`src/logic/pfh_pkg.sv`:
```
// Package for the parallel flash host controller
package pfh_pkg;

	// ----------------------------------------
	// Geometry
	// ----------------------------------------
	localparam int ADDR_W = 20;
	localparam int DATA_W = 8;
	localparam int SECTOR_LSB = 12;
	localparam int BLOCK_LSB = 16;

	// ----------------------------------------
	// Unlock and command codes
	// ----------------------------------------
	localparam logic [19:0] UNLOCK_ADDR1 = 20'h05555;
	localparam logic [19:0] UNLOCK_ADDR2 = 20'h02aaa;
	localparam logic [7:0] UNLOCK_DATA1 = 8'haa;
	localparam logic [7:0] UNLOCK_DATA2 = 8'h55;
	localparam logic [7:0] CMD_PROGRAM = 8'ha0;
	localparam logic [7:0] CMD_ERASE_SETUP = 8'h80;
	localparam logic [7:0] CMD_CHIP_ERASE = 8'h10;
	localparam logic [7:0] CMD_SECTOR_ERASE = 8'h30;
	localparam logic [7:0] CMD_BLOCK_ERASE = 8'h50;
	localparam logic [2:0] SEQ_LEN_PROGRAM = 3'h4;
	localparam logic [2:0] SEQ_LEN_ERASE = 3'h6;

	// ----------------------------------------
	// Timing
	// ----------------------------------------
	localparam int CLK_HZ = 40_000_000;
	localparam int ACCESS_NS = 100;
	localparam int ACCESS_CYC = (ACCESS_NS * (CLK_HZ / 1_000_000) + 999) / 1000;
	localparam int PROGRAM_US = 14;
	localparam int ERASE_MS = 18;
	localparam int CHIP_ERASE_MS = 70;
	localparam int TIMEOUT_FACTOR = 4;
	localparam int PROGRAM_CYC = PROGRAM_US * (CLK_HZ / 1_000_000);
	localparam int ERASE_CYC = ERASE_MS * (CLK_HZ / 1000);
	localparam int CHIP_ERASE_CYC = CHIP_ERASE_MS * (CLK_HZ / 1000);
	localparam int TOUT_W = 26;
	localparam int POLL_BIT = 6;

	// ----------------------------------------
	// Types
	// ----------------------------------------
	typedef enum logic [2:0] {
		PFH_OP_READ = 3'b000,
		PFH_OP_PROGRAM = 3'b001,
		PFH_OP_SECTOR = 3'b010,
		PFH_OP_BLOCK = 3'b011,
		PFH_OP_CHIP = 3'b100
	} pfh_op_t;

	typedef struct packed {
		pfh_op_t op;
		logic [ADDR_W-1:0] addr;
		logic [DATA_W-1:0] data;
	} pfh_req_t;

	typedef struct packed {
		logic ce_n;
		logic oe_n;
		logic we_n;
	} pfh_ctl_t;

	typedef struct packed {
		logic ok;
		logic timeout;
		logic [DATA_W-1:0] rdata;
	} pfh_rsp_t;

endpackage

```
`src/logic/pfh_host.sv`:
```
// Host controller that reads, programs and erases a parallel flash
// Behaviour
// - Sector erase selects sector by address bits nineteen down to twelve.
// - Block erase selects block by address bits nineteen down to sixteen.
// - Completion shown by toggle or inverted-data bit; host polls only toggle bit six.
// - Host drives output gate low to read, high while writing.
// - Host pulses write strobe for every write, chip select low.
`timescale 1ns/1ps
module pfh_host #(
	parameter int PROG_TOUT_CYC = pfh_pkg::PROGRAM_CYC * pfh_pkg::TIMEOUT_FACTOR,
	parameter int ERASE_TOUT_CYC = pfh_pkg::ERASE_CYC * pfh_pkg::TIMEOUT_FACTOR,
	parameter int CHIP_TOUT_CYC = pfh_pkg::CHIP_ERASE_CYC * pfh_pkg::TIMEOUT_FACTOR
) (
	// Clock and reset
	input wire logic ref_clk_i,
	input wire logic reset_n_i,
	// Request side
	input wire logic req_valid_i,
	input wire pfh_pkg::pfh_req_t req_i,
	output logic req_ready_o,
	output logic rsp_valid_o,
	output pfh_pkg::pfh_rsp_t rsp_o,
	// Flash pins
	output pfh_pkg::pfh_ctl_t ctl_o,
	output logic [pfh_pkg::ADDR_W-1:0] top_address_line_o,
	input wire logic [pfh_pkg::DATA_W-1:0] byte_lines_i,
	output logic [pfh_pkg::DATA_W-1:0] byte_lines_o,
	output logic byte_lines_oe_n_o
);
	import pfh_pkg::*;

	typedef enum logic [2:0] {
		PFH_IDLE = 3'b000,
		PFH_WSETUP = 3'b001,
		PFH_WPULSE = 3'b010,
		PFH_WHOLD = 3'b011,
		PFH_READ = 3'b100,
		PFH_GAP = 3'b101,
		PFH_POLL = 3'b110,
		PFH_DONE = 3'b111
	} pfh_state_t;

	localparam logic [5:0] ACC_CYC = 6'(ACCESS_CYC);

	// ----------------------------------------
	// Pin input synchroniser
	// ----------------------------------------
	logic [DATA_W-1:0] din_meta_r;
	logic [DATA_W-1:0] din_sync_r;

	always_ff @(posedge ref_clk_i or negedge reset_n_i) begin
		if (!reset_n_i) begin
			din_meta_r <= '0;
			din_sync_r <= '0;
		end else begin
			din_meta_r <= byte_lines_i;
			din_sync_r <= din_meta_r;
		end
	end

	// ----------------------------------------
	// Sequence word lookup
	// ----------------------------------------
	pfh_req_t req_r, req_nxt;
	logic [2:0] step_r, step_nxt;
	logic [ADDR_W-1:0] seq_addr;
	logic [DATA_W-1:0] seq_data;

	pfh_seq_rom u_rom (
		.ref_clk_i(ref_clk_i),
		.reset_n_i(reset_n_i),
		.op_i(req_nxt.op),
		.step_i(step_nxt),
		.tgt_addr_i(req_nxt.addr),
		.tgt_data_i(req_nxt.data),
		.addr_o(seq_addr),
		.data_o(seq_data)
	);

	// ----------------------------------------
	// Main state machine
	// ----------------------------------------
	pfh_state_t state_r, state_nxt;
	logic [5:0] cnt_r, cnt_nxt;
	logic [TOUT_W-1:0] tout_r, tout_nxt;
	logic [DATA_W-1:0] last_r, last_nxt;
	logic first_r, first_nxt;
	pfh_ctl_t ctl_nxt;
	logic [ADDR_W-1:0] addr_nxt;
	logic [DATA_W-1:0] dout_nxt;
	logic oe_n_nxt;
	logic ready_nxt;
	logic rsp_valid_nxt;
	pfh_rsp_t rsp_nxt;
	logic [2:0] seq_len;
	logic [TOUT_W-1:0] tout_lim;

	always_comb begin
		seq_len = (req_r.op == PFH_OP_PROGRAM) ? SEQ_LEN_PROGRAM : SEQ_LEN_ERASE;
		case (req_r.op)
			PFH_OP_PROGRAM: tout_lim = TOUT_W'(PROG_TOUT_CYC);
			PFH_OP_CHIP: tout_lim = TOUT_W'(CHIP_TOUT_CYC);
			default: tout_lim = TOUT_W'(ERASE_TOUT_CYC);
		endcase
		state_nxt = state_r;
		req_nxt = req_r;
		step_nxt = step_r;
		cnt_nxt = cnt_r;
		tout_nxt = tout_r;
		last_nxt = last_r;
		first_nxt = first_r;
		ctl_nxt = ctl_o;
		addr_nxt = top_address_line_o;
		dout_nxt = byte_lines_o;
		oe_n_nxt = byte_lines_oe_n_o;
		ready_nxt = 1'b0;
		rsp_valid_nxt = 1'b0;
		rsp_nxt = rsp_o;
		case (state_r)
			PFH_IDLE: begin
				ready_nxt = 1'b1;
				if (req_valid_i && req_ready_o) begin
					ready_nxt = 1'b0;
					req_nxt = req_i;
					step_nxt = '0;
					cnt_nxt = '0;
					if (req_i.op == PFH_OP_READ) begin
						state_nxt = PFH_READ;
						addr_nxt = req_i.addr;
						ctl_nxt = '{ce_n: 1'b0, oe_n: 1'b0, we_n: 1'b1};
						oe_n_nxt = 1'b1;
					end else begin
						state_nxt = PFH_WSETUP;
					end
				end
			end
			PFH_WSETUP: begin
				addr_nxt = seq_addr;
				dout_nxt = seq_data;
				oe_n_nxt = 1'b0;
				ctl_nxt = '{ce_n: 1'b0, oe_n: 1'b1, we_n: 1'b1};
				state_nxt = PFH_WPULSE;
				cnt_nxt = '0;
			end
			PFH_WPULSE: begin
				ctl_nxt = '{ce_n: 1'b0, oe_n: 1'b1, we_n: 1'b0};
				cnt_nxt = cnt_r + 6'h01;
				if (cnt_r == ACC_CYC) begin
					ctl_nxt.we_n = 1'b1;
					cnt_nxt = '0;
					state_nxt = PFH_WHOLD;
				end
			end
			PFH_WHOLD: begin
				ctl_nxt = '{ce_n: 1'b1, oe_n: 1'b1, we_n: 1'b1};
				oe_n_nxt = 1'b1;
				step_nxt = step_r + 3'h1;
				if (step_r + 3'h1 == seq_len) begin
					state_nxt = PFH_GAP;
					tout_nxt = '0;
					first_nxt = 1'b1;
				end else begin
					state_nxt = PFH_WSETUP;
				end
			end
			PFH_READ: begin
				cnt_nxt = cnt_r + 6'h01;
				if (cnt_r == ACC_CYC + 6'h02) begin
					ctl_nxt = '{ce_n: 1'b1, oe_n: 1'b1, we_n: 1'b1};
					rsp_nxt = '{ok: 1'b1, timeout: 1'b0, rdata: din_sync_r};
					state_nxt = PFH_DONE;
				end
			end
			PFH_GAP: begin
				ctl_nxt = '{ce_n: 1'b0, oe_n: 1'b0, we_n: 1'b1};
				cnt_nxt = '0;
				tout_nxt = tout_r + TOUT_W'(1);
				state_nxt = PFH_POLL;
			end
			PFH_POLL: begin
				cnt_nxt = cnt_r + 6'h01;
				tout_nxt = tout_r + TOUT_W'(1);
				if (cnt_r == ACC_CYC + 6'h02) begin
					ctl_nxt = '{ce_n: 1'b1, oe_n: 1'b1, we_n: 1'b1};
					last_nxt = din_sync_r;
					first_nxt = 1'b0;
					if (!first_r && din_sync_r[POLL_BIT] == last_r[POLL_BIT]) begin
						rsp_nxt = '{ok: 1'b1, timeout: 1'b0, rdata: din_sync_r};
						state_nxt = PFH_DONE;
					end else if (tout_r >= tout_lim) begin
						rsp_nxt = '{ok: 1'b0, timeout: 1'b1, rdata: din_sync_r};
						state_nxt = PFH_DONE;
					end else begin
						state_nxt = PFH_GAP;
					end
				end
			end
			PFH_DONE: begin
				rsp_valid_nxt = 1'b1;
				state_nxt = PFH_IDLE;
			end
			default: begin
				state_nxt = PFH_IDLE;
			end
		endcase
	end

	always_ff @(posedge ref_clk_i or negedge reset_n_i) begin
		if (!reset_n_i) begin
			state_r <= PFH_IDLE;
			req_r <= '0;
			step_r <= '0;
			cnt_r <= '0;
			tout_r <= '0;
			last_r <= '0;
			first_r <= 1'b0;
			ctl_o <= '{ce_n: 1'b1, oe_n: 1'b1, we_n: 1'b1};
			top_address_line_o <= '0;
			byte_lines_o <= '0;
			byte_lines_oe_n_o <= 1'b1;
			req_ready_o <= 1'b0;
			rsp_valid_o <= 1'b0;
			rsp_o <= '0;
		end else begin
			state_r <= state_nxt;
			req_r <= req_nxt;
			step_r <= step_nxt;
			cnt_r <= cnt_nxt;
			tout_r <= tout_nxt;
			last_r <= last_nxt;
			first_r <= first_nxt;
			ctl_o <= ctl_nxt;
			top_address_line_o <= addr_nxt;
			byte_lines_o <= dout_nxt;
			byte_lines_oe_n_o <= oe_n_nxt;
			req_ready_o <= ready_nxt;
			rsp_valid_o <= rsp_valid_nxt;
			rsp_o <= rsp_nxt;
		end
	end
endmodule

```
`src/logic/pfh_seq_rom.sv`:
```
// Unlock and command word lookup for each write cycle
`timescale 1ns/1ps
module pfh_seq_rom (
	// Clock and reset
	input wire logic ref_clk_i,
	input wire logic reset_n_i,
	// Lookup
	input wire pfh_pkg::pfh_op_t op_i,
	input wire logic [2:0] step_i,
	input wire logic [pfh_pkg::ADDR_W-1:0] tgt_addr_i,
	input wire logic [pfh_pkg::DATA_W-1:0] tgt_data_i,
	output logic [pfh_pkg::ADDR_W-1:0] addr_o,
	output logic [pfh_pkg::DATA_W-1:0] data_o
);
	import pfh_pkg::*;

	logic [ADDR_W-1:0] addr_nxt;
	logic [DATA_W-1:0] data_nxt;
	logic [ADDR_W-1:0] region;

	always_comb begin
		region = tgt_addr_i;
		if (op_i == PFH_OP_SECTOR) begin
			region[SECTOR_LSB-1:0] = '0;
		end else if (op_i == PFH_OP_BLOCK) begin
			region[BLOCK_LSB-1:0] = '0;
		end
		addr_nxt = UNLOCK_ADDR1;
		data_nxt = UNLOCK_DATA1;
		case (step_i)
			3'h0: begin
				addr_nxt = UNLOCK_ADDR1;
				data_nxt = UNLOCK_DATA1;
			end
			3'h1, 3'h4: begin
				addr_nxt = UNLOCK_ADDR2;
				data_nxt = UNLOCK_DATA2;
			end
			3'h2: begin
				addr_nxt = UNLOCK_ADDR1;
				data_nxt = (op_i == PFH_OP_PROGRAM) ? CMD_PROGRAM : CMD_ERASE_SETUP;
			end
			3'h3: begin
				addr_nxt = (op_i == PFH_OP_PROGRAM) ? tgt_addr_i : UNLOCK_ADDR1;
				data_nxt = (op_i == PFH_OP_PROGRAM) ? tgt_data_i : UNLOCK_DATA1;
			end
			3'h5: begin
				addr_nxt = (op_i == PFH_OP_CHIP) ? UNLOCK_ADDR1 : region;
				case (op_i)
					PFH_OP_SECTOR: data_nxt = CMD_SECTOR_ERASE;
					PFH_OP_BLOCK: data_nxt = CMD_BLOCK_ERASE;
					default: data_nxt = CMD_CHIP_ERASE;
				endcase
			end
			default: begin
				addr_nxt = UNLOCK_ADDR1;
				data_nxt = UNLOCK_DATA1;
			end
		endcase
	end

	always_ff @(posedge ref_clk_i or negedge reset_n_i) begin
		if (!reset_n_i) begin
			addr_o <= '0;
			data_o <= '0;
		end else begin
			addr_o <= addr_nxt;
			data_o <= data_nxt;
		end
	end

endmodule

```
`config.mk`:
```
export PLATFORM = sky130hd
export DESIGN_NAME = pfh_host
export DESIGN_NICKNAME = d
export VERILOG_FILES = /design/src/logic/pfh_pkg.sv /design/src/logic/pfh_host.sv /design/src/logic/pfh_seq_rom.sv
export SDC_FILE = /design/constraint.sdc
export NUM_CORES = 1
export LEC_CHECK = 0
export ABC_AREA = 1
export BUFFER_PORTS_ARGS = -buffer_cell sky130_fd_sc_hd__buf_2
export CAP_MARGIN = 10
export CELL_PAD_IN_SITES_DETAIL_PLACEMENT = 1
export CELL_PAD_IN_SITES_GLOBAL_PLACEMENT = 1
export CORE_MARGIN = 2
export CORE_UTILIZATION = 32
export DETAILED_ROUTE_END_ITERATION = 8
export GPL_ROUTABILITY_DRIVEN = 1
export PLACE_DENSITY = 0.62
export SLEW_MARGIN = 5
export SYNTH_ARGS = -nofsm -noshare
export SYNTH_HDL_FRONTEND = slang
export SYNTH_SLANG_ARGS = --single-unit
```
`constraint.sdc`:
```
create_clock -name ref_clk_i -period 5.61 [get_ports ref_clk_i]
set_clock_uncertainty 0.15 [all_clocks]
set_input_delay 0.2805 -clock ref_clk_i [delete_from_list [all_inputs] [get_ports ref_clk_i]]
set_output_delay 0.2805 -clock ref_clk_i [all_outputs]
set_load 0.1 [all_outputs]
```
==> results of run 1 <==
==> worst max-delay path: stages (launching register included) <==
cell and delay, ps:
dfrtp_1 360, inv_1 60, nand3_1 240, inv_1 220, ha_1 340, nand2_1 70, inv_1 70, nand2_1 50
nor2_1 230, nand3_1 120, nand2_1 70, nor2_1 50, nand3_1 320, nand3_1 420, nand2_1 170, nand2_1 60
==> stage by stage <==
| stage | cells | cell area, um2 |
|---|---|---|
| 3_3_place_gp | 1299 | 8500 |
| 5_1_grt | 1367 | 9450 |
| 6_report | 1367 | 9450 |
| 4_1_cts | 1367 | 9450 |
| 2_1_floorplan | 916 | 7780 |
| 3_5_place_dp | 1299 | 8500 |
==> kinds of logic (layout without fill, tap and decap cells) <==
group	count (synthesis)	in the layout
adders and majority gates	20	20
DFF	159	159
AOI/OAI and AO/OA	120	120
buffers and inverters	125	252
xor gates and xnor gates	23	23
and+or+nand+nor	469	469
==> registers in the layout, indices dropped and copies added (netlist names), 6 cells and up <==
| register | count |
|---|---|
| top_address_line_o | 20 |
| din_sync_r | 8 |
| u_rom.data_o | 8 |
| req_r | 31 |
| din_meta_r | 8 |
| byte_lines_o | 8 |
| u_rom.addr_o | 20 |
| rsp_o | 10 |
| cnt_r | 6 |
| tout_r | 26 |
==> power by group <==
| part | internal [uW] | leakage [uW] | switching (uW) |
|---|---|---|---|
| Clock | 643 | 0.000279 | 519 |
| Sequential | 1540 | 0.00196 | 181 |
| Combinational | 593 | 0.00229 | 2220 |
| Total | 2770 | 0.00452 | 2920 |
==> cells in the final DEF, fill, tap and decap left out, types with 4 or more instances in the layout <==
cell	count
a21oi_1	15
a31oi_1	22
buf_2	84
clkbuf_16	17
dfrtp_1	155
dfstp_2	4
dlygate4sd3_1	37
ha_1	20
inv_1	86
inv_2	8
inv_6	5
nand2_1	246
nand2_2	8
nand3_1	56
nand4_1	19
nor2_1	80
nor2_4	6
nor3_1	19
o21ai_0	39
o21ai_1	20
o22ai_1	12
or2_2	13
xor2_1	20
==> metal layers <==
layer	vias to the layer above	track usage [%]	share of wire (%)
met5	-	0	0
met4	0	5.36	1.4
met3	19	2.73	2.1
met2	78	30.1	48
met1	3195	23.8	48
li1	3196	-	-
==> repair_timing <==
action	CTS	global route
hold endpoints to repair	135	0
hold buffers	37	0
resized for setup	0	0
setup endpoints to repair	0	0
==> worst max path at each step <==
stage | start | to | slack, ps | cells past startpoint
after detailed placement | req_r[30] | rsp_o[5] | 2500 | 15
after global placement | req_r[29] | rsp_o[5] | 2590 | 15
after CTS | req_r[30] | rsp_o[5] | 2510 | 15
after global routing | req_r[30] | rsp_o[0] | 2100 | 15
final | req_r[30] | rsp_o[8] | 2500 | 15
after floorplan | req_ready_o | u_rom.addr_o[10] | 3110 | 9
==> final cells by class <==
class / count / share of cell area (%)
clock inverters: 12 / 1.30
well taps: 324 / 4.29
clock buffers: 19 / 4.80
flip-flops and latches: 159 / 42.2
multi-input cells: 632 / 34.9
inverters: 96 / 3.84
repair buffers: 125 / 8.73
==> flow_summary_export.csv, run 1 <==
group,metric,value,unit
die,die_h,160,um
timing,fin_ws,2500,ps
yosys,ys_types,49,
timing,setup_violations,0,
placed_design,dp_slack,2500,ps
critical_path,crit_type,"flop to flop",
route,wl_per_cell,15.8,um
route,drc,0,
yosys,synth_compound_area_share,9.16,%
yosys,synth_top_family_by_area,"simple AND/OR/NAND/NOR gates",
yosys,synth_edf_count,0,
min_path,hold_class,"input port to flop",
critical_path,start_kind,"flop",
yosys,synth-simple-area-share,27.2,%
flow_run,maxCapViolations,0,
critical_path,cp_max_fo,11,
critical_path,reg2reg_to,"rsp_o[8]",
critical_path,rr_worst_depth,15,
yosys,synth.largest_area_cell,"dfrtp_1",
timing,hold_violations,0,
timing,slew_headroom,31.9,%
yosys,synth.most_common_cell,"nand2_1",
yosys,synth_adder_area_share,3.22,%
cts,path_clk_slew,60,ps
die,coreArea,0.0241,mm2
layout,fill_cells,2928,
die,row_count,57,
placed_design,dp_hpwl,14.8,mm
yosys,synth_xor_area_share,2.59,%
layout,syn_to_final_growth,21.4,%
min_path,hold_depth,3,
critical_path,rrSetupSlack,2500,ps
yosys,ys_ff_latch,159,
cts,numCtsBuffers,17,
yosys,syn_nets,978,
global_route,globalRouteTotalUtil,17.9,%
cts,clk_latency,430,ps
layout,diodes,0,
critical_path,r2r-start,"req_r[30]",
yosys,yosysSeqAreaShare,51.2,%
yosys,ys_top_cells_by_area,"dfrtp_1 (50%), nand2_1 (12%), inv_1 (4.1%), nor2_1 (3.9%), nand3_1 (3.6%)",
yosys,synth_top_area_share,49.8,%
route,ant_nets,0,
cts,clockBufferDepth,2,
power_and_ir_drop,p_leak,0.00452,uW
timing,setup-tns-final,0,ps
cts,postCtsSetupBuffers,0,
layout,layout.area.seq,0.00398,mm2
min_path,hold_start,"req_i[29]",
route,dr.first_iter.drc_count,347,
timing,period_share,55.4,%
cts,htreeDepth,4,
critical_path,cp-end-kind,"flop",
die,start_util,32.3,%
yosys,ys.flop_type,"dfrtp_1",
power_and_ir_drop,powerDensity,602,mW/mm2
power_and_ir_drop,ir_drop,0.385,mV
cts,cts_tree,"done",
critical_path,arrival,3280,ps
timing,fmax,322,MHz
timing,drv_slew,0,
route,num_vias,6488,
die,dieArea,0.0256,mm2
yosys,synth-async-reset-ratio,100,%
timing,tightest_slew,1020,ps
min_path,min_to,"req_r[29]",
placed_design,gp_congestion,0.768,
yosys,synth_cells,916,
route,routed_wl,21.7,mm
route,drtPass1Iterations,4,
global_route,grt_pass1_vias,6903,
die,fp.dieW,160,um
placed_design,numPortBuffers,85,
timing,hold_slack,41.0,ps
yosys,syn-cell-area,0.00778,mm2
global_route,grt_overflow_total,0,
cts,numClockSinks,159,
cts,cts-root-buf,"clkbuf_16",
global_route,grt_max_degree,90,
critical_path,cp.required,5780,ps
global_route,grt_first_pass_wirelength,36.5,mm
global_route,antenna_found_initial,0,
yosys,yosysWarningCount,0,
yosys,avgSynthCellArea,8.50,um2
layout,fin_util,39.2,%
timing,rsz0062_at_grt,"no",
power_and_ir_drop,power,5690,uW
route,viasPerCell,4.75,
die,io_pins,86,
layout,layout-drive-gt1-share,17.2,%
yosys,synthTopCellsByCount,"nand2_1 (246), dfrtp_1 (155), inv_1 (86), nor2_1 (80), nand3_1 (56)",
layout,multi_input_area,0.00329,mm2
timing,fin_crit,3110,ps
status,status,"completed",
layout,fin_nets,1093,
yosys,synth.mux.area_fraction,0,%
Power figures use the tool's default switching activity.
==> run 2, diff against run 1 <==
--- a/config.mk
+++ b/config.mk
@@ -5,7 +5,7 @@
 export SDC_FILE = /design/constraint.sdc
 export NUM_CORES = 1
 export LEC_CHECK = 0
-export ABC_AREA = 1
+export ABC_AREA = 0
 export BUFFER_PORTS_ARGS = -buffer_cell sky130_fd_sc_hd__buf_2
 export CAP_MARGIN = 10
 export CELL_PAD_IN_SITES_DETAIL_PLACEMENT = 1
==> constraint.sdc (replaced) <==
create_clock -name ref_clk_i -period 2.7 [get_ports ref_clk_i]
set_clock_uncertainty 0.15 [all_clocks]
set_input_delay 0.135 -clock ref_clk_i [delete_from_list [all_inputs] [get_ports ref_clk_i]]
set_output_delay 0.135 -clock ref_clk_i [all_outputs]
set_load 0.1 [all_outputs]
==> flow_summary_export.csv, run 2 <==
group,metric,value,unit
placed_design,dpl_cell_area,0.00844,mm2
timing,hold_violations,0,
status,status,"finished, violations left",
route,viasPerCell,4.97,
cts,clk_latency,430,ps
route,routed_wl,19.3,mm
critical_path,cp_max_fo,8,
die,io_pins,86,
yosys,synth-async-reset-ratio,100,%
global_route,antenna_found_initial,0,
yosys,syn_nets,731,
power_and_ir_drop,pwr-share-seq,30.0,%
cts,numClockSinks,159,
power_and_ir_drop,sw_frac_of_total,46.6,%
placed_design,gp_congestion,0.864,
yosys,synth_top_area_share,53.0,%
global_route,grt_overflow_total,0,
global_route,grt_max_degree,68,
critical_path,cp.required,2870,ps
cts,cts_tree,"done",
yosys,synth_cells,669,
yosys,synthTopCellsByCount,"dfrtp_1 (155), nor2_1 (66), a21oi_1 (43), o21ai_0 (42), mux2_2 (41)",
die,dieArea,0.0241,mm2
power_and_ir_drop,intPower,6250,uW
timing,tightest_slew,662,ps
layout,fin_util,42.3,%
layout,layout.area.seq,0.00398,mm2
critical_path,crit_type,"flop to flop",
global_route,grt_pass1_vias,6167,
route,wl_per_cell,17.1,um
timing,fin_crit,3060,ps
layout,diodes,0,
power_and_ir_drop,p_leak,0.00432,uW
route,drtPass1Iterations,4,
yosys,synth_edf_count,0,
power_and_ir_drop,ir_drop,0.632,mV
power_and_ir_drop,powerDensity,1220,mW/mm2
timing,fmax,327,MHz
layout,reg.largest.list,"req_r x31, tout_r x26",
layout,top_register,"req_r",
power_and_ir_drop,combPwrFrac,50.0,%
layout,multi_input_area,0.00330,mm2
timing,rsz0062_at_grt,"yes",
global_route,grt_first_pass_wirelength,32.1,mm
global_route,globalRouteTotalUtil,16.8,%
timing,period_share,113,%
layout,fill_cells,2463,
layout,syn_to_final_growth,30.5,%
min_path,hold_class,"input port to flop",
die,coreArea,0.0226,mm2
die,row_count,55,
yosys,synth.largest_area_cell,"dfrtp_1",
layout,stdcell_area,0.00956,mm2
yosys,yosysWarningCount,0,
layout,layout-drive-gt1-share,29.0,%
yosys,syn-cell-area,0.00732,mm2
power_and_ir_drop,switchingPower,5450,uW
layout,layout_commonest_cell,"dfrtp_1",
die,die_h,155,um
timing,drv_slew,0,
timing,fin_ws,-361,ps
cts,htreeDepth,4,
yosys,ys_ff_latch,159,
route,num_vias,5613,
cts,numCtsBuffers,17,
yosys,ys.flop_type,"dfrtp_1",
timing,setup_violations,11,
timing,setup-tns-final,-3520,ps
placed_design,dp_hpwl,13.7,mm
placed_design,numPortBuffers,85,
cts,path_clk_slew,70,ps
layout,fin_nets,895,
yosys,ys_top_cells_by_area,"dfrtp_1 (53%), mux2_2 (6.3%), mux2i_1 (4.4%), ha_1 (3.4%), nor2_1 (3.4%)",
route,dr.first_iter.drc_count,224,
layout,layout_common_cells,"dfrtp_1 (155), buf_2 (84), nor2_1 (65)",
critical_path,arrival,3230,ps
die,fp.dieW,155,um
route,ant_nets,0,
critical_path,start_kind,"flop",
critical_path,cp-end-kind,"flop",
placed_design,dp_cells,1057,
yosys,synth.most_common_cell,"dfrtp_1",
yosys,avgSynthCellArea,10.9,um2
yosys,yosysSeqAreaShare,54.4,%
route,drc,0,
power_and_ir_drop,clkPwrFrac,20.0,%
timing,hold_slack,60.4,ps
cts,cts-root-buf,"clkbuf_16",
layout,finalNonFillerCells,1130,
flow_run,maxCapViolations,0,
die,start_util,32.4,%
status,violations,"negative setup slack",
timing,slew_headroom,55.9,%
cts,clockBufferDepth,2,
yosys,ys_types,63,
layout,largest_register_ffs,31,
==> run 2: changes by cell type in the layout (fill, tap and decap cells not counted), sizes merged, moves of 11 or more <==
cell | before | now
o22ai | 13 | 2
a31oi | 22 | 2
a21oi | 17 | 43
nand2 | 256 | 34
o21ai | 63 | 46
nor2 | 91 | 66
inv | 101 | 30
mux2 | 0 | 41
or2 | 15 | 4
mux2i | 0 | 32
nor2b | 0 | 12
nand3 | 59 | 19
buf | 88 | 136
==> run 2: worst paths after layout <==
check	endpoint	cells after the start	slack, ps	from
max in group asynchronous	req_r[4]	3	1490	reset_n_i
worst max register to register	rsp_o[6]	9	-360	req_r[29]
worst max-delay path	rsp_o[6]	9	-360	req_r[29]
min in group asynchronous	top_address_line_o[12]	2	120	reset_n_i
worst min-delay path	req_r[28]	4	60	req_i[28]
worst min register to register	din_sync_r[2]	0	200	din_meta_r[2]
==> run 2: cells by family after synthesis <==
logic type	count (synthesis)	synth area share, %
AO/OA/AOI/OAI	119	9.77
flip-flops	159	54.4
adder cells (fa/ha/maj)	20	3.42
XOR/XNOR	29	3.47
multiplexers	73	10.7
buffers and inverters	56	3.35
AND/OR/NAND/NOR	213	14.9
==> run 2: layout make-up <==
type	count	share of cell area (%)
flip-flops and latches	159	41.7
clock inverters	13	1.34
multi-input cells	454	34.5
repair buffers	175	13.1
inverters	26	1.10
well taps	285	3.73
clock buffers	18	4.59
==> run 2: worst max-delay path: stages, from the launching register on <==
cell and delay [ps]:
dfrtp_1 370, or3b_4 480, ha_4 300, nand4b_1 100
or4_4 450, a2111oi_4 330, o32a_4 250, o21ai_4 60
buf_12 160, mux2_4 300
==> run 2: repair_timing <==
item	4_1_cts	5_1_grt
hold buffers	39	0
pin swaps	5	4
setup buffers	5	1
endpoints found under the hold margin	139	0
resized for setup	16	8
endpoints found under the setup margin	11	16
==> run 2: power by group through the flow <==
stage / Sequential (uW) / Clock [uW] / Combinational (uW)
2_1_floorplan: 5220 / 0 / 2500
3_3_place_gp: 3520 / 0 / 5530
3_5_place_dp: 3560 / 0 / 5700
4_1_cts: 3520 / 2430 / 5880
5_1_grt: 3610 / 2520 / 6340
6_report: 3520 / 2340 / 5850
==> run 2: metrics by stage <==
stage | power [uW] | worst slack, ps
2_1_floorplan | 7720 | -477
5_1_grt | 12500 | -462
6_report | 11700 | -361
4_1_cts | 11800 | -356
3_5_place_dp | 9260 | -543
3_3_place_gp | 9050 | -381
==> run 2: routing by layer <==
layer  global-route usage, %  wire (um)  vias to the layer above
met5                       0          0                        -
met4                    4.81        289                        0
met3                    3.51        615                       26
met2                    29.4       9670                       90
met1                    21.2       8700                     2814
li1                        -          -                     2683
